`src/core/pief_pkg.sv`:
```
// Package of the interrupt enable and flag block.
// Assumes a 32-bit AHB-Lite register bus, one register per aligned word.
package pief_pkg;
    // --------------------------------------------------------------
    // Register indices and byte addresses
    // --------------------------------------------------------------
    // Some printed offsets are not multiples of four, so each offset is an
    // index and the byte address is four times it.
    localparam logic [11:0] IDX_FLAGS_TWO = 12'h00D;
    localparam logic [11:0] IDX_ENABLES_ONE = 12'h08C;
    localparam logic [11:0] IDX_GIC_HOME = 12'h10B;
    localparam logic [11:0] IDX_GIC_MIR0 = 12'h00B;
    localparam logic [11:0] IDX_GIC_MIR1 = 12'h08B;
    localparam logic [11:0] IDX_GIC_MIR3 = 12'h18B;
    localparam logic [11:0] IDX_FLAGS_ONE = 12'h00C;
    localparam logic [11:0] IDX_EVT_STATUS = 12'h200;
    localparam logic [11:0] IDX_EVT_CLEAR = 12'h201;
    localparam logic [11:0] IDX_EVT_ENABLE = 12'h202;
    localparam logic [11:0] IDX_RESET_CTRL = 12'h203;
    localparam int ADDR_W = 14;

    // --------------------------------------------------------------
    // Field positions
    // --------------------------------------------------------------
    localparam int GIC_GLOBAL = 7;
    localparam int GIC_PERIPH = 6;
    localparam int GIC_T0_EN = 5;
    localparam int GIC_EXT_EN = 4;
    localparam int GIC_PC_EN = 3;
    localparam int GIC_T0_FL = 2;
    localparam int GIC_EXT_FL = 1;
    localparam int GIC_PC_FL = 0;
    localparam int F2_LOWV = 7;
    localparam int F2_BCOL = 3;
    localparam int F2_CC2 = 0;
    localparam logic [7:0] F2_MASK = 8'h89;

    // --------------------------------------------------------------
    // Reset values
    // --------------------------------------------------------------
    localparam logic [7:0] RST_BYTE = 8'h00;
    localparam logic [7:0] GIC_KEEP_MASK = 8'h01;
    localparam int N_EVT = 4;
    localparam logic [N_EVT-1:0] RST_EVT = 4'h0;
endpackage

```
`src/core/pief_evt_if.sv`:
```
// Interface carrying event pulses into the sticky-status unit.
// Assumes both ends share mclk.
`timescale 1ns/1ps
`default_nettype none
interface pief_evt_if #(parameter int N = 4);
    logic [N-1:0] set;
    logic [N-1:0] clr;
    logic [N-1:0] status;
    modport src (output set, output clr, input status);
    modport dst (input set, input clr, output status);
endinterface
`default_nettype wire

```
`src/core/pief_evt_status.sv`:
```
// Sticky event status with write-one-to-clear.
// Assumes single-cycle event pulses on mclk.
`timescale 1ns/1ps
`default_nettype none
module pief_evt_status #(parameter int N = 4) (
    input wire logic mclk,
    input wire logic rst_n,
    pief_evt_if.dst evt
);
    typedef struct packed {
        logic [N-1:0] status;
    } pief_st_t;
    pief_st_t st_r;
    pief_st_t st_nxt;

    // Set wins over clear so no event is lost.
    always_comb begin
        st_nxt = st_r;
        st_nxt.status = (st_r.status & ~evt.clr) | evt.set;
    end

    always_ff @(posedge mclk) begin
        if (!rst_n) begin
            st_r <= '0;
        end else begin
            st_r <= st_nxt;
        end
    end

    assign evt.status = st_r.status;
endmodule
`default_nettype wire

```
`src/core/pief_top.sv`:
```
// Interrupt enable and flag registers with core request generation.
// Assumes an AHB-Lite master on mclk and event pulses from peripherals
// on the same clock.
//
// Design decision made here: register access over AHB-Lite.
`timescale 1ns/1ps
`default_nettype none
module pief_top (
    input wire logic mclk,
    input wire logic rst_n,
    input wire logic warm_rst,
    input wire logic hsel,
    input wire logic [31:0] haddr,
    input wire logic [1:0] htrans,
    input wire logic hwrite,
    input wire logic [2:0] hsize,
    input wire logic [31:0] hwdata,
    input wire logic hready,
    output logic [31:0] hrdata,
    output logic hreadyout,
    output logic hresp,
    input wire logic [7:0] periph_flags_one,
    input wire logic timer_zero_evt,
    input wire logic external_pin_evt,
    input wire logic port_change_evt,
    input wire logic low_voltage_evt,
    input wire logic bus_collision_evt,
    input wire logic capcomp_two_evt,
    output logic core_irq,
    output logic irq
);
    // ----------------------------------------------------------------
    // State
    // ----------------------------------------------------------------
    typedef struct packed {
        logic [7:0] gic;
        logic [7:0] en_one;
        logic [7:0] flags_two;
        logic [3:0] evt_en;
        logic wr_pend;
        logic [11:0] wr_idx;
        logic [31:0] rdata;
        logic core_irq;
        logic irq;
    } pief_state_t;

    pief_state_t s_r;
    pief_state_t s_nxt;
    logic [3:0] evt_set;
    logic [3:0] evt_clr;
    logic [3:0] evt_status;
    logic [7:0] fl1_s1_r;
    logic [7:0] fl1_s2_r;
    logic [5:0] ev_s1_r;
    logic [5:0] ev_s2_r;
    logic [5:0] ev_s3_r;
    logic [5:0] ev_rise;
    logic addr_ok;
    logic [11:0] a_idx;
    logic [31:0] rd_val;

    pief_evt_if #(.N(pief_pkg::N_EVT)) evt_bus ();

    pief_evt_status #(.N(pief_pkg::N_EVT)) u_evt (
        .mclk(mclk),
        .rst_n(rst_n),
        .evt(evt_bus.dst)
    );

    assign evt_bus.set = evt_set;
    assign evt_bus.clr = evt_clr;
    assign evt_status = evt_bus.status;

    // ----------------------------------------------------------------
    // Decoding
    // ----------------------------------------------------------------
    function automatic logic is_gic(input logic [11:0] idx);
        is_gic = (idx == pief_pkg::IDX_GIC_HOME) ||
                 (idx == pief_pkg::IDX_GIC_MIR0) ||
                 (idx == pief_pkg::IDX_GIC_MIR1) ||
                 (idx == pief_pkg::IDX_GIC_MIR3);
    endfunction

    // ----------------------------------------------------------------
    // Input synchronisers
    // ----------------------------------------------------------------
    // Events come from pins or other logic; they are synchronised and
    // turned into one-cycle pulses on their rising edge.
    always_ff @(posedge mclk) begin
        if (!rst_n) begin
            fl1_s1_r <= 8'h00;
            fl1_s2_r <= 8'h00;
            ev_s1_r <= 6'h00;
            ev_s2_r <= 6'h00;
            ev_s3_r <= 6'h00;
        end else begin
            fl1_s1_r <= periph_flags_one;
            fl1_s2_r <= fl1_s1_r;
            ev_s1_r <= {timer_zero_evt, external_pin_evt, port_change_evt,
                        low_voltage_evt, bus_collision_evt, capcomp_two_evt};
            ev_s2_r <= ev_s1_r;
            ev_s3_r <= ev_s2_r;
        end
    end

    assign ev_rise = ev_s2_r & ~ev_s3_r;
    assign a_idx = haddr[pief_pkg::ADDR_W-1:2];
    assign addr_ok = hsel && htrans[1] && hready;

    // ----------------------------------------------------------------
    // Next state
    // ----------------------------------------------------------------
    always_comb begin
        s_nxt = s_r;
        evt_clr = 4'h0;
        rd_val = 32'h0000_0000;
        s_nxt.wr_pend = 1'b0;
        // Software writes land in the data phase.
        if (s_r.wr_pend) begin
            if (is_gic(s_r.wr_idx)) begin
                s_nxt.gic = hwdata[7:0];
            end else if (s_r.wr_idx == pief_pkg::IDX_ENABLES_ONE) begin
                s_nxt.en_one = hwdata[7:0];
            end else if (s_r.wr_idx == pief_pkg::IDX_FLAGS_TWO) begin
                s_nxt.flags_two = hwdata[7:0] & pief_pkg::F2_MASK;
            end else if (s_r.wr_idx == pief_pkg::IDX_EVT_CLEAR) begin
                evt_clr = hwdata[3:0];
            end else if (s_r.wr_idx == pief_pkg::IDX_EVT_ENABLE) begin
                s_nxt.evt_en = hwdata[3:0];
            end
        end
        // Hardware set wins over a software write in the same cycle.
        s_nxt.gic[pief_pkg::GIC_T0_FL] = s_nxt.gic[pief_pkg::GIC_T0_FL] |
                                         ev_rise[5];
        s_nxt.gic[pief_pkg::GIC_EXT_FL] = s_nxt.gic[pief_pkg::GIC_EXT_FL] |
                                          ev_rise[4];
        s_nxt.gic[pief_pkg::GIC_PC_FL] = s_nxt.gic[pief_pkg::GIC_PC_FL] |
                                         ev_rise[3];
        s_nxt.flags_two[pief_pkg::F2_LOWV] =
            s_nxt.flags_two[pief_pkg::F2_LOWV] | ev_rise[2];
        s_nxt.flags_two[pief_pkg::F2_BCOL] =
            s_nxt.flags_two[pief_pkg::F2_BCOL] | ev_rise[1];
        s_nxt.flags_two[pief_pkg::F2_CC2] =
            s_nxt.flags_two[pief_pkg::F2_CC2] | ev_rise[0];
        // Global control, enables one and flags two reads see a write landing and a flag set in this same cycle.
        if (is_gic(a_idx)) begin
            rd_val = {24'h000000, s_nxt.gic};
        end else if (a_idx == pief_pkg::IDX_ENABLES_ONE) begin
            rd_val = {24'h000000, s_nxt.en_one};
        end else if (a_idx == pief_pkg::IDX_FLAGS_TWO) begin
            rd_val = {24'h000000, s_nxt.flags_two & pief_pkg::F2_MASK};
        end else if (a_idx == pief_pkg::IDX_FLAGS_ONE) begin
            rd_val = {24'h000000, fl1_s2_r};
        end else if (a_idx == pief_pkg::IDX_EVT_STATUS) begin
            rd_val = {28'h0000000, evt_status};
        end else if (a_idx == pief_pkg::IDX_EVT_ENABLE) begin
            rd_val = {28'h0000000, s_r.evt_en};
        end
        if (addr_ok) begin
            s_nxt.wr_pend = hwrite;
            s_nxt.wr_idx = a_idx;
            s_nxt.rdata = hwrite ? 32'h0000_0000 : rd_val;
        end
        s_nxt.core_irq = s_r.gic[pief_pkg::GIC_GLOBAL] &&
            ((s_r.gic[pief_pkg::GIC_T0_EN] && s_r.gic[pief_pkg::GIC_T0_FL]) ||
             (s_r.gic[pief_pkg::GIC_EXT_EN] && s_r.gic[pief_pkg::GIC_EXT_FL]) ||
             (s_r.gic[pief_pkg::GIC_PC_EN] && s_r.gic[pief_pkg::GIC_PC_FL]) ||
             (s_r.gic[pief_pkg::GIC_PERIPH] &&
              (|(s_r.en_one & fl1_s2_r))));
        s_nxt.irq = |(evt_status & s_r.evt_en);
        // The warm reset keeps the port-change flag, enables one and flags
        // two, because software may still need to see what was pending.
        if (warm_rst) begin
            s_nxt = '0;
            s_nxt.gic = s_r.gic & pief_pkg::GIC_KEEP_MASK;
            s_nxt.en_one = s_r.en_one;
            s_nxt.flags_two = s_r.flags_two;
        end
    end

    // Status events: core request rising, and the three global flags.
    assign evt_set = {s_nxt.core_irq & ~s_r.core_irq, ev_rise[5:3]};

    // ----------------------------------------------------------------
    // Registers
    // ----------------------------------------------------------------
    always_ff @(posedge mclk) begin
        if (!rst_n) begin
            s_r <= '0;
        end else begin
            s_r <= s_nxt;
        end
    end

    assign hrdata = s_r.rdata;
    assign hreadyout = 1'b1;
    assign hresp = 1'b0;
    assign core_irq = s_r.core_irq;
    assign irq = s_r.irq;
endmodule
`default_nettype wire

```
`config.mk`:
```
export PLATFORM = sky130hd
export DESIGN_NAME = pief_top
export DESIGN_NICKNAME = d
export VERILOG_FILES = /design/src/core/pief_pkg.sv /design/src/core/pief_evt_if.sv /design/src/core/pief_evt_status.sv /design/src/core/pief_top.sv
export SDC_FILE = /design/constraint.sdc
export NUM_CORES = 1
export LEC_CHECK = 0
export ABC_AREA = 1
export BUFFER_PORTS_ARGS = -buffer_cell sky130_fd_sc_hd__buf_2
export CAP_MARGIN = 20
export CORE_MARGIN = 2
export CORE_UTILIZATION = 30
export DETAILED_ROUTE_END_ITERATION = 8
export PLACE_DENSITY = 0.61
export SLEW_MARGIN = 25
export SYNTH_ARGS = -nofsm -noshare
export SYNTH_HDL_FRONTEND = slang
export SYNTH_SLANG_ARGS = --single-unit
```
`constraint.sdc`:
```
create_clock -name mclk -period 1.5 [get_ports mclk]
set_input_delay 0.075 -clock mclk [delete_from_list [all_inputs] [get_ports mclk]]
set_output_delay 0.075 -clock mclk [all_outputs]
set_load 0.01 [all_outputs]
```
Yosys cells after proc, flatten, opt, wreduce, memory -nomap -nowiden
Index checks and enable logic that the tools add are counted.
- output and inout port bits: 36
- logic and storage cells: 97
- input port bits: 89
- flip-flop bits (word level): 108
- equal/unequal tests: 17
- mux-type cells: 22
- reductions and logical operators: 21
- bitwise operators: 21
- operators with widths (kind ; count):
    $eq 12x4->1 const B ; 5
    $mux 8 ; 7
    $eq 12x10->1 const B ; 4
    $eq 12x8->1 const B ; 4
    $eq 12x9->1 const B ; 4
    $mux 4 ; 10
    $mux 32 ; 1
    $mux 28 ; 1
    $mux 20 ; 1
    $mux 12 ; 1
    $logic_or 1x1->1 ; 9
    $and 4x4->4 ; 2
    $and 8x8->8 ; 1
    $reduce_or 8->1 ; 1
    $logic_and 1x1->1 ; 7
    $not 1->1 ; 7
    $and 6x6->6 ; 1
    $not 6->6 ; 1
    $or 1x1->1 ; 6
    $reduce_and 6->1 ; 1
    $not 4->4 ; 1
    $or 4x4->4 ; 1
    $reduce_or 4->1 ; 1
    $reduce_or 3->1 ; 1
    other kinds (3) ; 3

Longest topological paths before layout
Gate-level depths: netlist of run 1.
- word-level depth: 12
- gate-level depth with buffers: 13

Modules after synthesis
From an unflattened synthesis of run 1, not the netlist that was laid out.
- cell total of the unflattened synthesis: 621
- area total of the unflattened synthesis: 4255.3 um^2
- by module, submodules not included (module ; sequential area each (um^2) ; instances ; area an instance (um^2) ; cells an instance):
    pief_top ; 1601.5 ; 1 ; 4106.4 ; 600
    pief_evt_status ; 80.1 ; 1 ; 148.9 ; 21

Worst setup path before layout of run 1
OpenSTA, ideal clock, no wires.
- path kind: reg-to-reg
- from: register s_r[37] in the netlist's numbering
- to: register s_r[63] in the netlist's numbering
- arrival time: 1264 ps
- cell stages (with the launch flop): 13
- clock period less this slack: 1380 ps
- library setup time: 116 ps
- setup slack: 120 ps
- cell sequence: dfxtp_1 nand2_2 clkinv_1 nand2_2 nor2_4 nand2_2 buf_6 o21ai_1 nand2_1 nand2_1 nand2_1 o211ai_1 inv_1
- longest elaborated chain between the ends: 6
- elaborated cells between the ends (all ways): 11
- classes of those cells: eq/ne: 5; mux: 3; reduce/logical: 3
- RTL lines (item ; line ; text):
    start, declared ; pief_top.sv:47 ; pief_state_t s_r;
    start signal, assigned ; pief_top.sv:191 ; s_r <= s_nxt;
    $eq 12x9->1 / $eq 12x4->1 (equally long branches) ; pief_top.sv:78, pief_top.sv:79 ;
    $logic_or 1x1->1 ; pief_top.sv:78 ; is_gic = (idx == pief_pkg::IDX_GIC_HOME) ||
    $logic_or 1x1->1 ; pief_top.sv:79 ; (idx == pief_pkg::IDX_GIC_MIR0) ||
    $logic_or 1x1->1 ; pief_top.sv:80 ; (idx == pief_pkg::IDX_GIC_MIR1) ||
    $mux 20 (*) ; pief_top.sv:120 ; if (is_gic(s_r.wr_idx)) begin
    $mux 28 (*) ; pief_top.sv:119 ; if (s_r.wr_pend) begin
Every way passes the cells marked *; elsewhere a longest branch is shown, timed or not.
A chain may end at the register's enable or synchronous reset.

Worst setup path in the final report of run 1
- from: register s_r[44] in the netlist's numbering
- to: register s_r, in the netlist hrdata[7]
- longest elaborated chain between the ends: 11
- elaborated cells between the ends (all ways): 20
- classes of those cells: eq/ne: 6; mux: 10; bitwise: 1; reduce/logical: 3
- RTL lines (item ; line ; text):
    $eq 12x9->1 / $eq 12x4->1 (equally long branches) ; pief_top.sv:78, pief_top.sv:79 ;
    $logic_or 1x1->1 ; pief_top.sv:78 ;
    $logic_or 1x1->1 ; pief_top.sv:79 ;
    $logic_or 1x1->1 ; pief_top.sv:80 ;
    $mux 20 ; pief_top.sv:120 ;
    $mux 28 (*) ; pief_top.sv:119 ;
    $or 1x1->1 ; pief_top.sv:140 ; s_nxt.flags_two[pief_pkg::F2_LOWV] | ev_rise[2];
    $mux 8 ; pief_top.sv:150 ; end else if (a_idx == pief_pkg::IDX_FLAGS_TWO) begin
    $mux 8 ; pief_top.sv:148 ; end else if (a_idx == pief_pkg::IDX_ENABLES_ONE) begin
    $mux 8 (*) ; pief_top.sv:146 ; if (is_gic(a_idx)) begin
    $mux 32 (*) ; pief_top.sv:162 ; s_nxt.rdata = hwrite ? 32'h0000_0000 : rd_val;
Marks and branches as above.

==> run metrics, run 1 <==
status finished with violations; failing checks hold timing, setup timing; final slew viol count 0; DRT iter0 DRCs 275; Via density 4.32; XOR/XNOR Fraction of Synth Area 0; reg2reg setup slack -70 ps; compound-cell area share of the yosys netlist 0.107; post-route cell area 5320 um^2; H-tree levels 3; worst r2r src s_r[44]$_SDFFE_PP0P_; Hold Crit Endpoint s_r[44]$_SDFFE_PP0P_; Routed Antenna Nets 0; first-pass GRT wire length 17500 um; Worst setup SP type flip-flop; largest area contributor in the netlist dfxtp_1; placed cell areas 4620 um^2; grt total ovfl 0; Post-synth EDFFs 0; WL/cell 12.4 um; FMAX 638 MHz; reg-to-reg endpoint hrdata[7]$_SDFFE_PP0P_; largest family of logic cells by synthesized area simple AND/OR/NAND/NOR gates; CP dominant cell by count nand2_1; type of the tightest min-delay check input port to flip-flop; Pwr Density 968 nW/um^2; # port buffers 50; post-synthesis mux area share 0; num ports 125; Synth Area in Simple Gates 0.303; Remaining DRCs 0; Top delay family on crit path simple AND/OR/NAND/NOR gates; CTS tree yes; DP Worst Slack -85.9 ps; VDD IR max 0.000500 V; Gate Count Post-Synth 615; Die H 121 um; hold_sp haddr[12]; minimum clock period 1570 ps; FFs w/ async S/R, synth 0; synthesized area per cell 6.72 um^2; vias in the first global route 3618; Setup crit end kind flip-flop; Initial Util 0.310; slack of the critical path -67.5 ps; critical-path maximum fanout 5; Netlist cell types 33; DIE AREA 14700 um^2; Core Util, Final 0.398; TritonCTS buffer count 9; Yosys warnings 0; die width 121 um; routability cong. 0.922; Largest stage delay, worst path 330 ps; Buf+Inv Stages, Crit Path 2; Antenna diodes 0; post-synthesis register bit count 84; count leader, synth nand2_1; Post-synth top flop dfxtp_1; Register-to-Register Path Depth 11; clock tree buffer depth 2; final setup vio count 13; share of the synthesized area in the top cell type 0.407; Critical Path RT 1730 ps; fin nets 793; worst-skew pair later-pin latency 340 ps; Routed WL 11000 um; clock root cell clkbuf_16; floorplan row count 42; GRT Overall Usage 0.153; area delta synth->final 28.6%; Max-Cap Viols 0; Crit Path Class flip-flop to flip-flop; Adder-Cell Fraction of Synth Area 0; largest net degree at the start of global routing 48; unrepaired setup endpoints after global routing true; clk slew on worst S/H paths 70 ps; hold depth 3; final setup TNS -511 ps; Synth top cells by count 173 x nand2_1, 110 x inv_1, 84 x dfxtp_1; DP HPWL 8020 um; period utilization 1.05; post-synthesis sequential area ratio 0.407; CP Cell Sequence nor2_4, nand2_1, inv_2, buf_4, nand3b_1, nand2_1, nand2_1, nand3_1, nand3b_1, nand2_1, a21oi_2; Post-Route Skew 6.02 ps; first-pass detailed-route iteration total 4; initial antenna violation count 0; final hold viol count 1; mapped cell area 4140 um^2; Leakage Power 2.68 nW; Max stage delay cell, worst path dfxtp_2; hold slack -3.39 ps; layout cell share with drive strength beyond 1 0.233; core area 13300 um^2; Levels on crit path 11; Critical Path AT 1800 ps; synth top area cells dfxtp_1 41%, nand2_1 16%, inv_1 10%, buf_4 6.4%, nand3_1 5.3%; detailed-route via count 3820; CTS Sinks 84
-- logic make-up (layout without fill, tap and decap cells) --
kind of cell           Yosys count  count (layout)
and+or+nand+nor                288             289
buffers and inverters          163             232
DFF                             84              84
AOI/OAI and AO/OA               78              78
other                            2              26
-- worst max path at each step --
stage / from / to
finish: s_r[44]$_SDFFE_PP0P_ / hrdata[7]$_SDFFE_PP0P_
global route: s_r[44]$_SDFFE_PP0P_ / s_r[61]$_SDFFE_PN0N_
CTS: s_r[45]$_SDFFE_PP0P_ / hrdata[7]$_SDFFE_PP0P_
floorplan: s_r[37]$_SDFFE_PP0P_ / s_r[63]$_SDFFE_PN0N_
global placement: s_r[44]$_SDFFE_PP0P_ / hrdata[3]$_SDFFE_PP0P_
detailed placement: s_r[44]$_SDFFE_PP0P_ / hrdata[7]$_SDFFE_PP0P_
-- worst min-delay path, delay by kind of cell --
kind	cells	cell delay, ps
compound gates	1	60
buf+inv	2	160
-- timing repair --
| action | CTS | global route |
|---|---|---|
| pin swaps | 4 | 31 |
| buffers inserted | 2 | 0 |
| endpoints found under the setup margin | 13 | 24 |
| hold buffers | 16 | 0 |
| endpoints found under the hold margin | 16 | 0 |
| cloned | 0 | 1 |
| resized for setup | 13 | 49 |
-- per-stage QoR --
stage / cells / power (W)
after floorplan: 639 / 0.00269
after global placement: 850 / 0.00282
after detailed placement: 850 / 0.00282
after CTS: 884 / 0.00517
after global routing: 885 / 0.00536
final: 885 / 0.00515
-- report_power, final --
part / switching [W] / total [W] / internal [W]
clock network: 0.000984 / 0.00232 / 0.00133
registers: 0.0000378 / 0.00234 / 0.00230
logic: 0.000303 / 0.000492 / 0.000189
-- layer usage --
metal / vias up / part of all wire / GRT usage
li1: 2036 / - / -
met5: - / 0 / 0
met1: 1646 / 0.46 / 0.200
met2: 116 / 0.45 / 0.248
met3: 22 / 0.069 / 0.0385
met4: 0 / 0.023 / 0.0453
-- cell type report --
class	count	area, um^2
fillers	1432	8030
multi-input cells	393	1980
flip-flops and latches	84	1690
repair buffers	101	684
inverters	115	432
clock buffers	9	225
well taps	176	220
clock inverters	7	85.1
-- layout by cell type (no fill, tap or decap), drive strengths merged --
cell           n
o31ai          1
nor2          41
nor4           1
nand4         11
and2           1
nand3b         2
dfxtp         84
a41oi          3
conb          26
dlygate4sd3   16
o211ai         8
clkinv         3
nand2        180
o22ai          2
clkbuf         9
a21oi         30
o2111ai        2
o311ai         1
a31oi          2
o21ai         29
bufinv         1
buf           85
nor3           8
inv          118
nand3         45
-- sequential cells by signal (all words and copies together) (netlist names) --
register,cells
fl1_s1_r,8
u_evt.evt.status,4
irq,1
fl1_s2_r,8
ev_s2_r,6
ev_s1_r,6
core_irq,1
ev_s3_r,6
hrdata,8
s_r,36
Power figures use the tool's default switching activity.
==> run 2: changes to the inputs <==
- ABC_AREA: 1 -> unset
- PLACE_DENSITY: 0.61 -> 0.62
==> run 2 against run 1 <==
- the flow finishes with violations (setup timing)
- register-to-register slack got worse by 460 ps
- critical endpoint is now hrdata[2]$_SDFFE_PP0P_
- area after synthesis fell by 9.8%
- count of clock-buffer cells in the layout rose by 1
- utilization rose by 1.7 points
- cell area fell by 5.7%
- cell count fell by 24%
- fmax fell by 23%
- first-iteration DRC count fell by 11%
- power fell by 1.9%
- global-route usage fell by 0.56 points
==> run metrics, run 2 <==
Leakage Power 2.07 nW (-23%); mapped cell area 3730 um^2 (-9.8%); share of the synthesized area in the top cell type 0.451 (+0.0442); num ports 125 (unchanged); detailed-route via count 3087 (-19%); critical-path maximum fanout 8 (+3); area delta synth->final 34.4%; max reg flops 36 (unchanged); most common cell after layout, fill and taps aside dfxtp_1; Antenna diodes 0 (unchanged); power share of the clock group 0.469 (+0.019); Max stage delay cell, worst path or4_4; initial antenna violation count 0 (unchanged); placed cell areas 4420 um^2 (-4.4%); DIE AREA 13300 um^2 (-9.5%); post-synthesis sequential area ratio 0.451 (+0.0442); Critical Path AT 2260 ps (+460 ps); clock tree buffer depth 2 (unchanged); floorplan row count 40 (-4.8%); routability cong. 0.863 (-6.4%); unrepaired setup endpoints after global routing true; worst-skew pair later-pin latency 340 ps (about the same); most frequent cells in the layout 79 x dfxtp_1, 50 x buf_2, 49 x buf_4; first-pass detailed-route iteration total 4 (unchanged); WL/cell 14.4 um (+16%); # port buffers 50 (unchanged); Post-synth top flop dfxtp_1; Remaining DRCs 0 (unchanged); final setup vio count 35 (+22); sequential power share 0.457 (+0.002); Initial Util 0.309 (-0.000573); synth top area cells dfxtp_1 45%, mux2i_1 7.0%, buf_4 6.8%, and2_1 6.2%, nand2_1 3.2%; Pwr Density 1010 nW/um^2 (+4.1%); layout cell share with drive strength beyond 1 0.313 (+0.0800); final setup TNS -14370 ps (-13860 ps); H-tree levels 3 (unchanged); Critical Path RT 1730 ps (about the same); internal power 0.00388 W (+1.4%); post-route cell area 5010 um^2 (-5.7%); DRT iter0 DRCs 244 (-11%); die width 116 um (-4.9%); synthesized area per cell 9.51 um^2 (+42%); Via density 4.61 (+6.7%); Netlist cell types 52 (+58%); minimum clock period 2030 ps (+462 ps); largest area contributor in the netlist dfxtp_1; vias in the first global route 2995 (-17%); period utilization 1.35 (+0.308); core area 12100 um^2 (-9.6%); Synth top cells by count 84 x dfxtp_1, 37 x and2_1, 34 x buf_4; Sw Share 0.232 (-0.0252); Post-synth EDFFs 0 (unchanged); GRT Overall Usage 0.147 (-0.00562); fin nets 586 (-26%); Largest stage delay, worst path 570 ps (+240 ps); Worst setup SP type flip-flop; FMAX 493 MHz (-23%); DP HPWL 7320 um (-8.8%); TritonCTS buffer count 9 (unchanged); filler cell count 1208 (-16%); Yosys warnings 0 (unchanged); clock root cell clkbuf_16; Post-Route Skew 5.89 ps (-0.129 ps); CP Cell Sequence or4_4, buf_6, nor4_4, buf_12, mux2i_2, a31oi_1, a22o_1; count leader, synth dfxtp_1; status finished with violations; Routed Antenna Nets 0 (unchanged); Total Power 0.00505 W (-1.9%); VDD IR max 0.000612 V (+22%); largest net degree at the start of global routing 35 (-27%); Crit Path Class flip-flop to flip-flop; failing checks setup timing; Gate power share 0.074 (-0.022); Max-Cap Viols 0 (unchanged); DP Worst Slack -520 ps (-434 ps); final slew viol count 0 (unchanged); FFs w/ async S/R, synth 0 (unchanged); first-pass GRT wire length 15200 um (-13%); P_sw 0.00117 W (-12%); Gate Count Post-Synth 392 (-36%); CTS tree yes; clk slew on worst S/H paths 70 ps (about the same); Reg with most FFs s_r; Setup crit end kind flip-flop; post-synthesis register bit count 84 (unchanged); type of the tightest min-delay check input port to flip-flop; final hold viol count 0 (-1); Die H 116 um (-4.9%); slack of the critical path -529 ps (-462 ps); Routed WL 9650 um (-12%); grt total ovfl 0 (unchanged); CTS Sinks 84 (unchanged)
run 2: cell types whose count changed in the layout (fill, tap and decap cells not counted), sizes merged, moves of 9 or more:
cell,delta
a22oi,+9
mux2i,+26
and2,+36
inv,-105
nor2,-30
nand2,-148
o21ai,-20
buf,+19
nor2b,+11
nand3,-42
a21oi,-9
run 2: power groups by stage:
stage	Sequential [W]	Clock, W	Combinational, W
4_1_cts	0.00231	0.00241	0.000368
5_1_grt	0.00231	0.00250	0.000409
3_3_place_gp	0.00236	0	0.000325
6_report	0.00231	0.00237	0.000373
3_5_place_dp	0.00236	0	0.000330
2_1_floorplan	0.00235	0	0.000208
run 2: kinds of logic after synthesis:
kind of cell | Yosys count | share of synthesized area
AND/OR/NAND/NOR | 142 | 0.227
flip-flops | 84 | 0.451
AO/OA/AOI/OAI | 74 | 0.139
buffers and inverters | 58 | 0.0933
multiplexers | 32 | 0.0879
other | 2 | 0.00201
run 2: worst paths after layout:
check                        start                     end  slack, ps  cells past startpoint
max reg2reg   s_r[44]$_SDFFE_PP0P_  hrdata[2]$_SDFFE_PP0P_       -530                      7
min                       haddr[8]    s_r[40]$_SDFFE_PP0P_         20                      3
min reg2reg  ev_s1_r[2]$_SDFF_PN0_   ev_s2_r[2]$_SDFF_PN0_        430                      1
max           s_r[44]$_SDFFE_PP0P_  hrdata[2]$_SDFFE_PP0P_       -530                      7
run 2: stage by stage:
step,hold WS (ps),std cells,utilization
after detailed placement,285,636,0.367
after global placement,285,636,0.367
final,15.1,670,0.416
after floorplan,201,416,-
after CTS,2.68,668,0.412
after global routing,31.1,670,0.416
run 2: layer usage:
metal  up-vias  GRT usage  share of wire
li1       1540          -              -
met1      1425      0.202           0.48
met2       105      0.230           0.44
met3        17     0.0418          0.067
met4         0     0.0353          0.013
met5         -          0              0
run 2: cell type report:
| class | count | area, um^2 | share of cell area |
|---|---|---|---|
| Inverter | 9 | 33.8 | 0.00674 |
| Clock buffer | 10 | 250 | 0.0499 |
| Tap cell | 168 | 210 | 0.0419 |
| Timing Repair Buffer | 119 | 842 | 0.168 |
| Multi-Input combinational cell | 274 | 1910 | 0.382 |
| Clock inverter | 6 | 72.6 | 0.0145 |
| Sequential cell | 84 | 1690 | 0.337 |
run 2: worst max-delay path, delay by kind of cell, from the launching register on:
kind	cells	cell delay, ps
mux	1	230
simple gates	2	740
compound gates	2	290
buf+inv	2	320
flops	1	320
run 2: timing repair:
action	in CTS	in global routing
pin swaps	2	3
resized for setup	11	8
cloned	0	0
buffers inserted	1	2
endpoints found under the setup margin	35	35
hold buffers	15	0
endpoints found under the hold margin	15	0
==> run 3: changes to the inputs <==
- CORE_MARGIN: 2 -> 3
- SKIP_LAST_GASP: unset -> 1
==> run 3 against run 2 <==
- the flow still finishes with violations (setup timing)
- largest power group is now sequential cells
- count of clock-buffer cells in the layout fell by 1
- sequential share of layout area fell by 0.16 points
- setup slack got worse by 13 ps
- via count rose by 3.8%
==> run metrics, run 3 (same netlist as run 2, synthesis figures left out) <==
status finished with violations; failing checks setup timing; slack of the critical path -543 ps (-13.3 ps); Critical Path AT 2270 ps (about the same); FMAX 490 MHz (-0.65%); Via density 4.75 (+3.0%); DP HPWL 7300 um (-0.26%); Register-to-Register Path Depth 7 (unchanged); final slew viol count 0 (unchanged); hold depth 3 (unchanged); worst-skew pair later-pin latency 340 ps (about the same); type of the tightest min-delay check input port to flip-flop; most common cell after layout, fill and taps aside dfxtp_1; first-pass detailed-route iteration total 4 (unchanged); num ports 125 (unchanged); Core Util, Final 0.419 (+0.00290); largest net degree at the start of global routing 50 (+43%); placed cells 638 (+0.31%); grt total ovfl 0 (unchanged); Total Power 0.00484 W (-4.1%); layout cell share with drive strength beyond 1 0.327 (+0.0147); filler cell count 1157 (-4.2%); GRT Overall Usage 0.141 (-0.00611); Critical Path RT 1730 ps (about the same); CTS tree yes; Pwr Density 959 nW/um^2 (-4.8%); H-tree levels 3 (unchanged); TritonCTS buffer count 9 (unchanged); worst r2r src s_r[44]$_SDFFE_PP0P_; clock tree buffer depth 2 (unchanged); hold_sp haddr[9]; post-route cell area 5050 um^2 (+0.70%); Reg with most FFs s_r; Leakage Power 2.09 nW (+1.2%); VDD IR max 0.000594 V (-2.9%); DRT iter0 DRCs 185 (-24%); Crit Path Class flip-flop to flip-flop; unrepaired setup endpoints after global routing true; Post-Route Skew 13.9 ps (+7.97 ps); first-pass GRT wire length 15700 um (+3.8%); initial antenna violation count 0 (unchanged); DIE AREA 13800 um^2 (+3.5%); hold slack 13.0 ps (-2.05 ps); Routed WL 9930 um (+2.9%); max reg flops 36 (unchanged); most frequent cells in the layout 76 x dfxtp_1, 51 x buf_2, 49 x buf_4; Worst setup SP type flip-flop; vias in the first global route 3083 (+2.9%); Max-Cap Viols 0 (unchanged); Routed Antenna Nets 0 (unchanged); clock root cell clkbuf_16; fin nets 591 (+0.85%); placed cell areas 4440 um^2 (+0.34%); core area 12100 um^2 (unchanged); clk slew on worst S/H paths 70 ps (about the same); Setup crit end kind flip-flop; area delta synth->final 35.4%; Antenna diodes 0 (unchanged); WL/cell 14.7 um (+2.1%); routability cong. 0.859 (-0.51%); minimum clock period 2040 ps (+13.3 ps); post-route insts no fill 675 (+0.75%); period utilization 1.36 (+0.00889); Remaining DRCs 0 (unchanged); CTS Sinks 84 (unchanged); reg2reg setup slack -540 ps (about the same); detailed-route via count 3203 (+3.8%); final hold viol count 0 (unchanged); # port buffers 50 (unchanged); reg-to-reg endpoint hrdata[1]$_SDFFE_PP0P_; critical-path maximum fanout 8 (unchanged); Die H 118 um (+1.7%); Initial Util 0.309 (unchanged); floorplan row count 40 (unchanged); final setup vio count 35 (unchanged); Hold Crit Endpoint s_r[41]$_SDFFE_PP0P_; die width 118 um (+1.7%)
## run 3: changes by cell type in the layout (fill, tap and decap cells not counted), moves of 2 or more
cell,change
o21ai_0,-4
buf_6,+3
o21ai_1,+4
nor4_4,+2
dfxtp_2,+3
inv_8,+2
dfxtp_1,-3
## run 3: critical path: stages, from the launching register on
cell,delay [ps]
dfxtp_2,320
or4_4,570
buf_6,140
nor4_4,180
buf_12,180
mux2i_4,230
a31oi_1,120
a22o_1,190
## run 3: per-layer routing
| layer | up-vias | global-route usage | share of wire |
|---|---|---|---|
| met5 | - | 0 | 0 |
| met4 | 0 | 0.0381 | 0.019 |
| met3 | 17 | 0.0476 | 0.066 |
| met2 | 109 | 0.223 | 0.44 |
| met1 | 1526 | 0.185 | 0.47 |
| li1 | 1551 | - | - |
## run 3: cell type report
type | count | area [um^2] | share of cell area
multi-input cells | 274 | 1930 | 0.383
repair buffers | 124 | 891 | 0.176
clock inverters | 7 | 62.6 | 0.0124
inverters | 9 | 33.8 | 0.00669
well taps | 168 | 210 | 0.0416
flip-flops and latches | 84 | 1690 | 0.336
clock buffers | 9 | 225 | 0.0446
## run 3: timing repair
item | CTS | global route
buffers inserted | 2 | 3
pin swaps | 0 | 10
endpoints found under the setup margin | 35 | 35
hold buffers | 16 | 0
gates cloned | 0 | 1
gates resized for setup | 11 | 23
endpoints found under the hold margin | 16 | 0
## run 3: stage by stage
stage / setup TNS, ps / setup slack [ps]
4_1_cts: -14730 / -533
5_1_grt: -18850 / -621
6_report: -16130 / -543
3_5_place_dp: -14490 / -546
2_1_floorplan: -10630 / -454
3_3_place_gp: -13420 / -507
## run 3: worst max path at each step
stage / to / slack, ps / startpoint / cells after the start
final: hrdata[1]$_SDFFE_PP0P_ / -540 / s_r[44]$_SDFFE_PP0P_ / 7
after global placement: hrdata[0]$_SDFFE_PP0P_ / -510 / s_r[44]$_SDFFE_PP0P_ / 5
after CTS: hrdata[0]$_SDFFE_PP0P_ / -530 / s_r[44]$_SDFFE_PP0P_ / 5
after global routing: hrdata[4]$_SDFFE_PP0P_ / -620 / s_r[44]$_SDFFE_PP0P_ / 7
after floorplan: hrdata[4]$_SDFFE_PP0P_ / -450 / s_r[44]$_SDFFE_PP0P_ / 5
after detailed placement: hrdata[1]$_SDFFE_PP0P_ / -550 / s_r[44]$_SDFFE_PP0P_ / 7
## run 3: where the power goes
group | total [W] | switching, W | internal, W
registers | 0.00231 | 0.0000279 | 0.00228
clock network | 0.00215 | 0.000980 | 0.00117
logic | 0.000385 | 0.000198 | 0.000187
